--- src/design/pig_pkg.sv ---
// Function
// - Chip select low when address at or below boundary
// - Decode A19-A12 only, no bus qualification
// - Boundary registers at EAh, EBh, ECh
// - Configuration D5 set disables ROM select
// - Emulator mode drives peripheral read data out
// - Otherwise external data bus stays undriven
// - Configuration D1 selects emulator mode
// - Two ports with data and direction registers
// - Timer pin function overrides first port
// - Configuration D0 selects timer pin function
// - All port pins inputs after reset
// - Full A7-A0 decode, no aliases
// - Peripheral register set completes 78 registers
// - Two wait states on serial acknowledge
// - Serial unit reset and interrupt hookup
// - Vector readback modified when status bit set
// - Pending readback shows single channel status
// - Second-channel software reset is ignored
// - Port registers at E0h-E3h, direction first
// - Serial control E8h, data E9h
package pig_pkg;
    // ----------------------------------------
    // Register addresses
    // ----------------------------------------
    localparam logic [7:0] PIG_ADDR_P1_DIR = 8'hE0;
    localparam logic [7:0] PIG_ADDR_P1_DATA = 8'hE1;
    localparam logic [7:0] PIG_ADDR_P2_DIR = 8'hE2;
    localparam logic [7:0] PIG_ADDR_P2_DATA = 8'hE3;
    localparam logic [7:0] PIG_ADDR_CT_LO = 8'hE4;
    localparam logic [7:0] PIG_ADDR_CT_HI = 8'hE7;
    localparam logic [7:0] PIG_ADDR_SER_CTRL = 8'hE8;
    localparam logic [7:0] PIG_ADDR_SER_DATA = 8'hE9;
    localparam logic [7:0] PIG_ADDR_RAM_UPPER = 8'hEA;
    localparam logic [7:0] PIG_ADDR_RAM_LOWER = 8'hEB;
    localparam logic [7:0] PIG_ADDR_ROM_UPPER = 8'hEC;
    localparam logic [7:0] PIG_ADDR_SYS_CFG = 8'hED;
    // ----------------------------------------
    // Configuration fields
    // ----------------------------------------
    localparam int PIG_CFG_TIMER_PINS = 0;
    localparam int PIG_CFG_EMULATOR = 1;
    localparam int PIG_CFG_ROM_OFF = 5;
    // ----------------------------------------
    // Reset values
    // ----------------------------------------
    localparam logic [7:0] PIG_RST_RAM_UPPER = 8'hFF;
    localparam logic [7:0] PIG_RST_RAM_LOWER = 8'hFF;
    localparam logic [7:0] PIG_RST_ROM_UPPER = 8'h00;
    localparam logic [7:0] PIG_RST_SYS_CFG = 8'h00;
    localparam logic [7:0] PIG_RST_DIR = 8'h00;
    localparam logic [7:0] PIG_RST_DATA = 8'h00;
    // ----------------------------------------
    // Timing
    // ----------------------------------------
    localparam int PIG_ACK_WAIT_CYCLES = 2;
    localparam logic [1:0] PIG_ACK_WAIT_CNT = 2'h2;
endpackage

--- src/design/pig_glue.sv ---
`timescale 1ns/1ps
module pig_glue
    import pig_pkg::*;
(
    input wire logic core_clk,
    input wire logic srst,
    // Core internal bus
    input wire logic [19:0] mem_addr,
    input wire logic [7:0] io_addr,
    input wire logic io_rd,
    input wire logic io_wr,
    input wire logic [7:0] io_wdata,
    output logic [7:0] io_rdata,
    output logic io_hit,
    // External data bus drive
    output logic [7:0] ext_data_out,
    output logic ext_data_oe,
    // Chip selects
    output logic ram_select_n,
    output logic rom_select_n,
    // Ports
    input wire logic [7:0] port_one_in,
    output logic [7:0] port_one_out,
    output logic [7:0] port_one_oe,
    input wire logic [7:0] port_two_in,
    output logic [7:0] port_two_out,
    output logic [7:0] port_two_oe,
    // Counter/timer pin side
    input wire logic [3:0] ct_zero_count,
    output logic [3:0] ct_trigger,
    output logic ct_sel,
    input wire logic [7:0] ct_rdata,
    // Serial controller hookup
    output logic ser_sel,
    output logic ser_data_sel,
    input wire logic [7:0] ser_rdata,
    input wire logic ser_int_n,
    output logic ser_rst_n,
    output logic irq_line_zero_oe,
    input wire logic int_ack,
    output logic wait_n,
    input wire logic vector_includes_status,
    input wire logic [7:0] vec_raw,
    input wire logic [7:0] vec_status,
    input wire logic [2:0] ip_bits,
    input wire logic rd_vector,
    input wire logic rd_pending,
    input wire logic mc_write,
    input wire logic [1:0] mc_reset_cmd,
    output logic chan_reset,
    output logic [7:0] vec_readback,
    output logic [7:0] pend_readback
);
    // ----------------------------------------
    // Registers and decode
    // ----------------------------------------
    logic [7:0] ram_upper_boundary_q; // Top of RAM
    logic [7:0] ram_lower_boundary_q; // Bottom of RAM
    logic [7:0] rom_upper_boundary_q; // Top of ROM
    logic [7:0] system_configuration_q; // Mode bits
    logic [7:0] p1_dir, p1_rd, p1_pout, p1_poe;
    logic [7:0] p2_dir, p2_rd;
    logic [7:0] p1_pin_mix;
    logic [1:0] wait_cnt_q; // Ack wait counter
    logic ack_q; // Ack seen last cycle
    logic periph_hit; // Peripheral register hit

    // Full address compare
    function automatic logic pig_is(input logic [7:0] a, input logic [7:0] r);
        pig_is = (a == r);
    endfunction

    assign ct_sel = (io_addr >= PIG_ADDR_CT_LO) && (io_addr <= PIG_ADDR_CT_HI) && (io_rd || io_wr);
    assign ser_sel = (pig_is(io_addr, PIG_ADDR_SER_CTRL) || pig_is(io_addr, PIG_ADDR_SER_DATA))
        && (io_rd || io_wr);
    assign ser_data_sel = pig_is(io_addr, PIG_ADDR_SER_DATA);
    // 14 peripheral registers beside 64 core ones
    assign periph_hit = (io_addr >= PIG_ADDR_P1_DIR) && (io_addr <= PIG_ADDR_SYS_CFG);
    assign io_hit = periph_hit && (io_rd || io_wr);

    // ----------------------------------------
    // Boundary and configuration registers
    // ----------------------------------------
    always_ff @(posedge core_clk) begin
        if (srst) begin
            ram_upper_boundary_q <= PIG_RST_RAM_UPPER;
            ram_lower_boundary_q <= PIG_RST_RAM_LOWER;
            rom_upper_boundary_q <= PIG_RST_ROM_UPPER;
        end else if (io_wr) begin
            // Writes land on the cycle-end edge
            if (pig_is(io_addr, PIG_ADDR_RAM_UPPER)) begin
                ram_upper_boundary_q <= io_wdata;
            end
            if (pig_is(io_addr, PIG_ADDR_RAM_LOWER)) begin
                ram_lower_boundary_q <= io_wdata;
            end
            if (pig_is(io_addr, PIG_ADDR_ROM_UPPER)) begin
                rom_upper_boundary_q <= io_wdata;
            end
        end
    end
    // Configuration register
    always_ff @(posedge core_clk) begin
        if (srst) begin
            system_configuration_q <= PIG_RST_SYS_CFG;
        end else if (io_wr && pig_is(io_addr, PIG_ADDR_SYS_CFG)) begin
            system_configuration_q <= io_wdata;
        end
    end

    // ----------------------------------------
    // Chip selects
    // ----------------------------------------
    pig_chip_select u_cs (
        .mem_addr_hi(mem_addr[19:12]),
        .ram_upper(ram_upper_boundary_q),
        .ram_lower(ram_lower_boundary_q),
        .rom_upper(rom_upper_boundary_q),
        .rom_off(system_configuration_q[PIG_CFG_ROM_OFF]),
        .ram_select_n(ram_select_n),
        .rom_select_n(rom_select_n)
    );

    // ----------------------------------------
    // Parallel ports
    // ----------------------------------------
    pig_port #(.WIDTH(8)) u_p1 (
        .core_clk(core_clk),
        .srst(srst),
        .dir_we(io_wr && pig_is(io_addr, PIG_ADDR_P1_DIR)),
        .data_we(io_wr && pig_is(io_addr, PIG_ADDR_P1_DATA)),
        .wdata(io_wdata),
        .pin_in(p1_pin_mix),
        .pin_out(p1_pout),
        .pin_oe(p1_poe),
        .dir_q(p1_dir),
        .read_data(p1_rd)
    );
    pig_port #(.WIDTH(8)) u_p2 (
        .core_clk(core_clk),
        .srst(srst),
        .dir_we(io_wr && pig_is(io_addr, PIG_ADDR_P2_DIR)),
        .data_we(io_wr && pig_is(io_addr, PIG_ADDR_P2_DATA)),
        .wdata(io_wdata),
        .pin_in(port_two_in),
        .pin_out(port_two_out),
        .pin_oe(port_two_oe),
        .dir_q(p2_dir),
        .read_data(p2_rd)
    );
    assign p1_pin_mix = port_one_in;

    // Timer mode: low nibble triggers in, high nibble zero-count out
    always_comb begin
        if (system_configuration_q[PIG_CFG_TIMER_PINS]) begin
            port_one_out = {ct_zero_count, 4'h0};
            port_one_oe = 8'hF0;
            ct_trigger = port_one_in[3:0];
        end else begin
            port_one_out = p1_pout;
            port_one_oe = p1_poe;
            ct_trigger = 4'h0;
        end
    end

    // ----------------------------------------
    // Read mux
    // ----------------------------------------
    always_comb begin
        io_rdata = 8'h00;
        case (io_addr)
            PIG_ADDR_P1_DIR: io_rdata = p1_dir;
            PIG_ADDR_P1_DATA: io_rdata = p1_rd;
            PIG_ADDR_P2_DIR: io_rdata = p2_dir;
            PIG_ADDR_P2_DATA: io_rdata = p2_rd;
            PIG_ADDR_SER_CTRL: io_rdata = ser_rdata;
            PIG_ADDR_SER_DATA: io_rdata = ser_rdata;
            PIG_ADDR_RAM_UPPER: io_rdata = ram_upper_boundary_q;
            PIG_ADDR_RAM_LOWER: io_rdata = ram_lower_boundary_q;
            PIG_ADDR_ROM_UPPER: io_rdata = rom_upper_boundary_q;
            PIG_ADDR_SYS_CFG: io_rdata = system_configuration_q;
            default: begin
                if (ct_sel) begin
                    io_rdata = ct_rdata;
                end
            end
        endcase
    end

    // External bus visibility of peripheral reads
    always_ff @(posedge core_clk) begin
        if (srst) begin
            ext_data_out <= 8'h00;
            ext_data_oe <= 1'b0;
        end else begin
            ext_data_out <= io_rdata;
            ext_data_oe <= io_rd && periph_hit && system_configuration_q[PIG_CFG_EMULATOR];
        end
    end

    // ----------------------------------------
    // Serial controller hookup
    // ----------------------------------------
    assign ser_rst_n = !srst;
    assign irq_line_zero_oe = !ser_int_n;
    // Second-channel reset ignored, hardware reset passes
    assign chan_reset = mc_write && (mc_reset_cmd == 2'h2 || mc_reset_cmd == 2'h3);
    // Vector and pending readback
    always_ff @(posedge core_clk) begin
        if (srst) begin
            vec_readback <= 8'h00;
            pend_readback <= 8'h00;
        end else begin
            if (rd_vector) begin
                vec_readback <= vector_includes_status ? vec_status : vec_raw;
            end
            if (rd_pending) begin
                pend_readback <= {2'h0, ip_bits, 3'h0};
            end
        end
    end

    // Acknowledge wait-state generator
    always_ff @(posedge core_clk) begin
        if (srst) begin
            wait_cnt_q <= 2'h0;
            ack_q <= 1'b0;
        end else begin
            ack_q <= int_ack;
            if (int_ack && !ack_q) begin
                wait_cnt_q <= PIG_ACK_WAIT_CNT;
            end else if (wait_cnt_q != 2'h0) begin
                wait_cnt_q <= wait_cnt_q - 2'h1;
            end
        end
    end
    assign wait_n = !((int_ack && !ack_q) || wait_cnt_q != 2'h0);

    // ----------------------------------------
    // Checks
    // ----------------------------------------
    AST_ROM_OFF: assert property (@(posedge core_clk) disable iff (srst)
        system_configuration_q[PIG_CFG_ROM_OFF] |-> rom_select_n)
        else $error("rom select active while disabled");
    AST_ROM_CMP: assert property (@(posedge core_clk) disable iff (srst)
        (!system_configuration_q[PIG_CFG_ROM_OFF] && mem_addr[19:12] <= rom_upper_boundary_q)
        |-> !rom_select_n)
        else $error("rom select missing at or below boundary");
    AST_EMU_OFF: assert property (@(posedge core_clk) disable iff (srst)
        !$past(system_configuration_q[PIG_CFG_EMULATOR]) |-> !ext_data_oe)
        else $error("external bus driven outside emulator mode");
    AST_EMU_ON: assert property (@(posedge core_clk) disable iff (srst)
        (io_rd && periph_hit && system_configuration_q[PIG_CFG_EMULATOR]) |=> ext_data_oe)
        else $error("emulator read not driven");
    AST_WAIT2: assert property (@(posedge core_clk) disable iff (srst)
        (int_ack && !ack_q) |-> !wait_n [*3] ##1 wait_n)
        else $error("acknowledge wait length wrong");
    AST_RESET_IN: assert property (@(posedge core_clk)
        $past(srst) |-> (port_one_oe == 8'h00 && port_two_oe == 8'h00))
        else $error("port pin driven after reset");
    AST_CFG_WR: assert property (@(posedge core_clk) disable iff (srst)
        (io_wr && io_addr == PIG_ADDR_SYS_CFG) |=> system_configuration_q == $past(io_wdata))
        else $error("configuration write lost");
    AST_ALIAS: assert property (@(posedge core_clk) disable iff (srst)
        (io_addr < PIG_ADDR_P1_DIR) |-> (io_rdata == 8'h00 && !io_hit))
        else $error("peripheral register aliased");
    AST_TIMER_PINS: assert property (@(posedge core_clk) disable iff (srst)
        system_configuration_q[PIG_CFG_TIMER_PINS] |-> port_one_oe == 8'hF0)
        else $error("timer pins not overriding port");
    COV_ROM_OFF: cover property (@(posedge core_clk) system_configuration_q[PIG_CFG_ROM_OFF]);
    COV_EMU: cover property (@(posedge core_clk) ext_data_oe);
    COV_ACK: cover property (@(posedge core_clk) int_ack && !ack_q);
endmodule

--- src/design/pig_chip_select.sv ---
`timescale 1ns/1ps
module pig_chip_select
    import pig_pkg::*;
(
    input wire logic [7:0] mem_addr_hi,
    input wire logic [7:0] ram_upper,
    input wire logic [7:0] ram_lower,
    input wire logic [7:0] rom_upper,
    input wire logic rom_off,
    output logic ram_select_n,
    output logic rom_select_n
);
    // ----------------------------------------
    // Address compare, no strobe gating
    // ----------------------------------------
    // RAM window above ROM boundary up to upper boundary
    always_comb begin
        ram_select_n = 1'b1;
        rom_select_n = 1'b1;
        if (mem_addr_hi <= rom_upper && !rom_off) begin
            rom_select_n = 1'b0;
        end
        // RAM also starts above the lower boundary; lower boundary FFh or ROM off drops the bottom limit
        if (mem_addr_hi <= ram_upper && (mem_addr_hi > ram_lower || ram_lower == 8'hFF ||
                mem_addr_hi > rom_upper || rom_off)) begin
            ram_select_n = 1'b0;
        end
    end
endmodule

--- src/design/pig_port.sv ---
`timescale 1ns/1ps
module pig_port
    import pig_pkg::*;
#(
    parameter int WIDTH = 8
) (
    input wire logic core_clk,
    input wire logic srst,
    input wire logic dir_we,
    input wire logic data_we,
    input wire logic [WIDTH-1:0] wdata,
    input wire logic [WIDTH-1:0] pin_in,
    output logic [WIDTH-1:0] pin_out,
    output logic [WIDTH-1:0] pin_oe,
    output logic [WIDTH-1:0] dir_q,
    output logic [WIDTH-1:0] read_data
);
    logic [WIDTH-1:0] data_q; // Output latch
    // ----------------------------------------
    // Direction register
    // ----------------------------------------
    always_ff @(posedge core_clk) begin
        if (srst) begin
            dir_q <= WIDTH'(PIG_RST_DIR);
        end else if (dir_we) begin
            dir_q <= wdata;
        end
    end
    // Data register
    always_ff @(posedge core_clk) begin
        if (srst) begin
            data_q <= WIDTH'(PIG_RST_DATA);
        end else if (data_we) begin
            data_q <= wdata;
        end
    end
    // Per-bit pin drive and read mix
    genvar i;
    for (i = 0; i < WIDTH; i++) begin : g_bit
        assign pin_out[i] = data_q[i];
        assign pin_oe[i] = dir_q[i];
        assign read_data[i] = dir_q[i] ? data_q[i] : pin_in[i];
    end
endmodule

--- config.mk ---
export PLATFORM = sky130hd
export DESIGN_NAME = pig_glue
export DESIGN_NICKNAME = d
export VERILOG_FILES = /design/src/design/pig_pkg.sv /design/src/design/pig_glue.sv /design/src/design/pig_chip_select.sv /design/src/design/pig_port.sv
export SDC_FILE = /design/constraint.sdc
export NUM_CORES = 1
export LEC_CHECK = 0
export BUFFER_PORTS_ARGS = -buffer_cell sky130_fd_sc_hd__buf_2
export CAP_MARGIN = 20
export CORE_ASPECT_RATIO = 0.9
export CORE_MARGIN = 3
export CORE_UTILIZATION = 50
export DETAILED_ROUTE_END_ITERATION = 8
export GPL_ROUTABILITY_DRIVEN = 1
export GPL_TIMING_DRIVEN = 0
export PLACE_DENSITY = 0.81
export SLEW_MARGIN = 25
export SYNTH_ARGS = -nofsm -noshare
export SYNTH_HDL_FRONTEND = slang
export SYNTH_SLANG_ARGS = --single-unit
--- constraint.sdc ---
create_clock -name core_clk -period 2.6 [get_ports core_clk]
set_clock_uncertainty 0.15 [all_clocks]
set_input_delay 0.39 -clock core_clk [delete_from_list [all_inputs] [get_ports core_clk]]
set_output_delay 0.39 -clock core_clk [all_outputs]
set_load 0.01 [all_outputs]
==> summary.txt <==
Status
  • Run status: complete, but fails checks
  • Failing checks: setup timing

Timing
  • Max-slew violations: 0
  • Relative slew slack: 0.499
  • RSZ-0062 raised after global routing: yes
  • FMAX: 366 MHz
  • Hold_ws: 0.105 ns
  • Final Hold Viols: 0
  • Final period utilization: 1.05
  • Final Worst Setup Slack: -0.133 ns
  • Slew @ Worst Pin: about 0.75 ns
  • Minimum clock period: 2.73 ns
  • Final setup fails: 1

Place
  • Inst Count DP: between 800 and 900
  • IO Port Bufs: 149
  • Dpl hpwl: 13.3 mm
  • RD Place Congestion: 1.00
  • Placed Area: 5850 sq um

Cells and area
  • Final net count: 918
  • Fin area: between 6000 and 7000 sq um
  • Fraction of layout cells with a size suffix above 1: 0.307
  • # diodes: 0
  • Area Growth Syn to Fin: 27.2%
  • Non-Filler Instances: just over 900

Setup path
  • Largest stage delay, worst path: 0.37 ns
  • CP max FO: 2
  • Critical path origin: rom_upper_boundary_q[6]
  • Crit path cell chain: inv_4 -> ha_4 -> nand4_1 -> or3_1 -> a221o_1 -> o32ai_2 -> buf_2
  • CP Launch Type: flip-flop
  • FF-to-FF End: ext_data_out[1]
  • Crit end category: primary output
  • Critical Path RT: 2.06 ns
  • Crit path to: ram_select_n
  • Arrival @ worst endpoint: 2.19 ns
  • Crit Path Class: reg2out
  • Worst reg-to-reg path cell count: 5
  • RR Startpoint: u_p1.dir_q[1]
  • Slowest cell on crit path: dfxtp_2
  • Reg-to-reg slack, setup: 0.78 ns

Flow run
  • Max-Cap Viols: 0

GRT
  • Total Routing Usage GR: 0.305
  • Initial antenna violation count: 0
  • GR Layer Usage met2: 0.488
  • Vias in the first global route: 4905
  • GR Layer Usage met1: 0.431
  • First-pass GRT wire length: 26.7 mm
  • Largest net degree at the start of global routing: 16
  • Gr busiest metal: met2
  • M3 GR Usage: 0.0579
  • Congestion Overflow GR: 0

Drt
  • Via/cell ratio: 5.74
  • Detailed-route via count: 5272
  • DRC viols: 0
  • Antenna viol nets, final: 0
  • Iteration-0 DRC Markers: around 580
  • Final WL: 17.5 mm
  • Initial DRT Pass Iterations: 6
  • Wire per inst: 19.0 microns

Clocking
  • H-tree levels: 3
  • CTS Sinks: 87
  • Num CTS Buffers: 9
  • CTS tree: built
  • Clock insertion delay at the later pin of the skew report: 0.36 ns
  • Deepest clock path buffer count: 2
  • Clock Pin Slew Worst Setup and Hold Paths: 0.09 ns
  • Clk root buf: clkbuf_8

Synth
  • Unique masters post-synth: 58
  • EDFF count, synth: 0
  • Dominant cell type by area after synthesis: dfxtp_1
  • Post-synth ARST share: 0
  • YS warnings: 0
  • Count leader, synth: nand2_1
  • Post-Syn Area per Cell: 8.02 sq um
  • Most instantiated cells after synthesis: nand2_1, dfxtp_1, a21oi_1
  • Yosys reg bits: 87
  • Cell Area, Synth: 4930 sq um
  • Syn Inst Count: 615
  • Sequential element share of the synthesized area: 0.353
  • Most used DFF post-synth: dfxtp_1
  • Synth top area share: 0.353
  • Synth top area cells: dfxtp_1, mux2i_1, nand2_1

Floorplanning
  • Die Y: between 100 and 150 microns
  • Die area: between 10000 and 15000 sq um
  • Die width: 111 microns
  • Initial Utilization: 0.526
  • Boundary Pins: 182
  • Cell Rows: 33
  • Core outline area: approximately 9400 sq um

Pwr
  • Peak supply drop: 0.318 mV
  • Leak: 2.93 nW
  • PD cells: 428 nW/um^2

Hold path
  • Hold Path Class: in2reg
[through the flow]
| stage | util | worst slack [ns] | TNS, ns | total power, mW |
|---|---|---|---|---|
| floorplan | - | 0.129 | 0 | 1.59 |
| global placement | 0.624 | -0.207 | -0.224 | 1.75 |
| detailed placement | 0.624 | -0.256 | -0.321 | 1.76 |
| CTS | 0.658 | -0.158 | -0.158 | 2.67 |
| global route | 0.669 | -0.233 | -0.328 | 2.78 |
| finish | 0.669 | -0.133 | -0.133 | 2.69 |
[registers in the layout, indices dropped and copies added, names as in the netlist]
name,cells
ram_lower_boundary_q,8
u_p1.pin_out,8
rom_upper_boundary_q,8
ram_upper_boundary_q,8
ack_q,1
ext_data_oe,1
system_configuration_q,8
u_p2.pin_out,8
u_p2.dir_q,8
vec_readback,8
ext_data_out,8
u_p1.dir_q,8
pend_readback,3
wait_cnt_q,2
[power breakdown]
part | internal, mW | switching, mW
Combinational | 0.163 | 0.241
Sequential | 1.35 | 0.00835
Clock | 0.407 | 0.520
Total | 1.92 | 0.770
[cell usage in the layout (no fill, tap or decap), types with 11 or more instances in the layout]
master | Yosys | final
nor2b_1 | 14 | 13
buf_2 | 13 | 157
nand3_1 | 14 | 14
dfxtp_1 | 87 | 80
nand2_1 | 104 | 104
clkbuf_1 | 24 | 24
o21ai_0 | 14 | 13
o211ai_1 | 14 | 14
clkbuf_8 | 0 | 11
buf_4 | 6 | 18
nor2_1 | 44 | 44
ha_1 | 24 | 20
a211oi_1 | 14 | 14
a21oi_1 | 54 | 53
mux2i_1 | 41 | 41
inv_1 | 31 | 27
[layer usage]
| layer | share of wire | vias up |
|---|---|---|
| met5 | 0 | - |
| met4 | 0.019 | 0 |
| met3 | 0.11 | 33 |
| met2 | 0.45 | 316 |
| met1 | 0.42 | 2424 |
| li1 | - | 2499 |
[how the worst min path moves through the flow]
stage | start | to | slack, ns | depth (start not counted)
final | int_ack | ack_q | 0.11 | 2
after global routing | int_ack | ack_q | 0.11 | 2
after CTS | int_ack | ack_q | 0.1 | 2
after detailed placement | rom_upper_boundary_q[2] | rom_upper_boundary_q[2] | 0.30 | 2
after global placement | wait_cnt_q[0] | wait_cnt_q[0] | 0.28 | 1
after floorplan | wait_cnt_q[0] | wait_cnt_q[0] | 0.27 | 1
[critical path: cells and delay by family, from the launching register on]
kind | cells | cell delay [ns]
compound gates | 2 | 0.53
fa+ha+maj | 1 | 0.25
buf+inv | 2 | 0.22
flops | 1 | 0.37
simple gates | 2 | 0.45
[timing repair]
item / CTS / global route
hold buffers: 0 / 0
buffers inserted: 7 / 5
hold endpoints to repair: 0 / 0
setup endpoints to repair: 4 / 7
pin swaps: 7 / 5
resized for setup: 19 / 20
[final cells by class]
cell class                 count  area [sq um]
fill                         767          3100
multi-input combinational    453          2950
sequential                    87          1750
timing repair buffer         161           840
buffer                        47           259
tap                          122           153
clock buffer                  11           151
inverter                      32           123
clock inverter                 5          40.0
[logic make-up (layout without fill, tap and decap cells)]
logic type | count (synthesis) | in the layout | share of synthesized area
AOI/OAI and AO/OA | 139 | 139 | 0.182
adders and majority gates | 24 | 24 | 0.0609
buffers and inverters | 79 | 256 | 0.0728
DFF | 87 | 87 | 0.353
muxes | 48 | 48 | 0.0992
other | 1 | 5 | 0.000760
and+or+nand+nor | 237 | 237 | 0.231
Power figures use the tool's default switching activity.
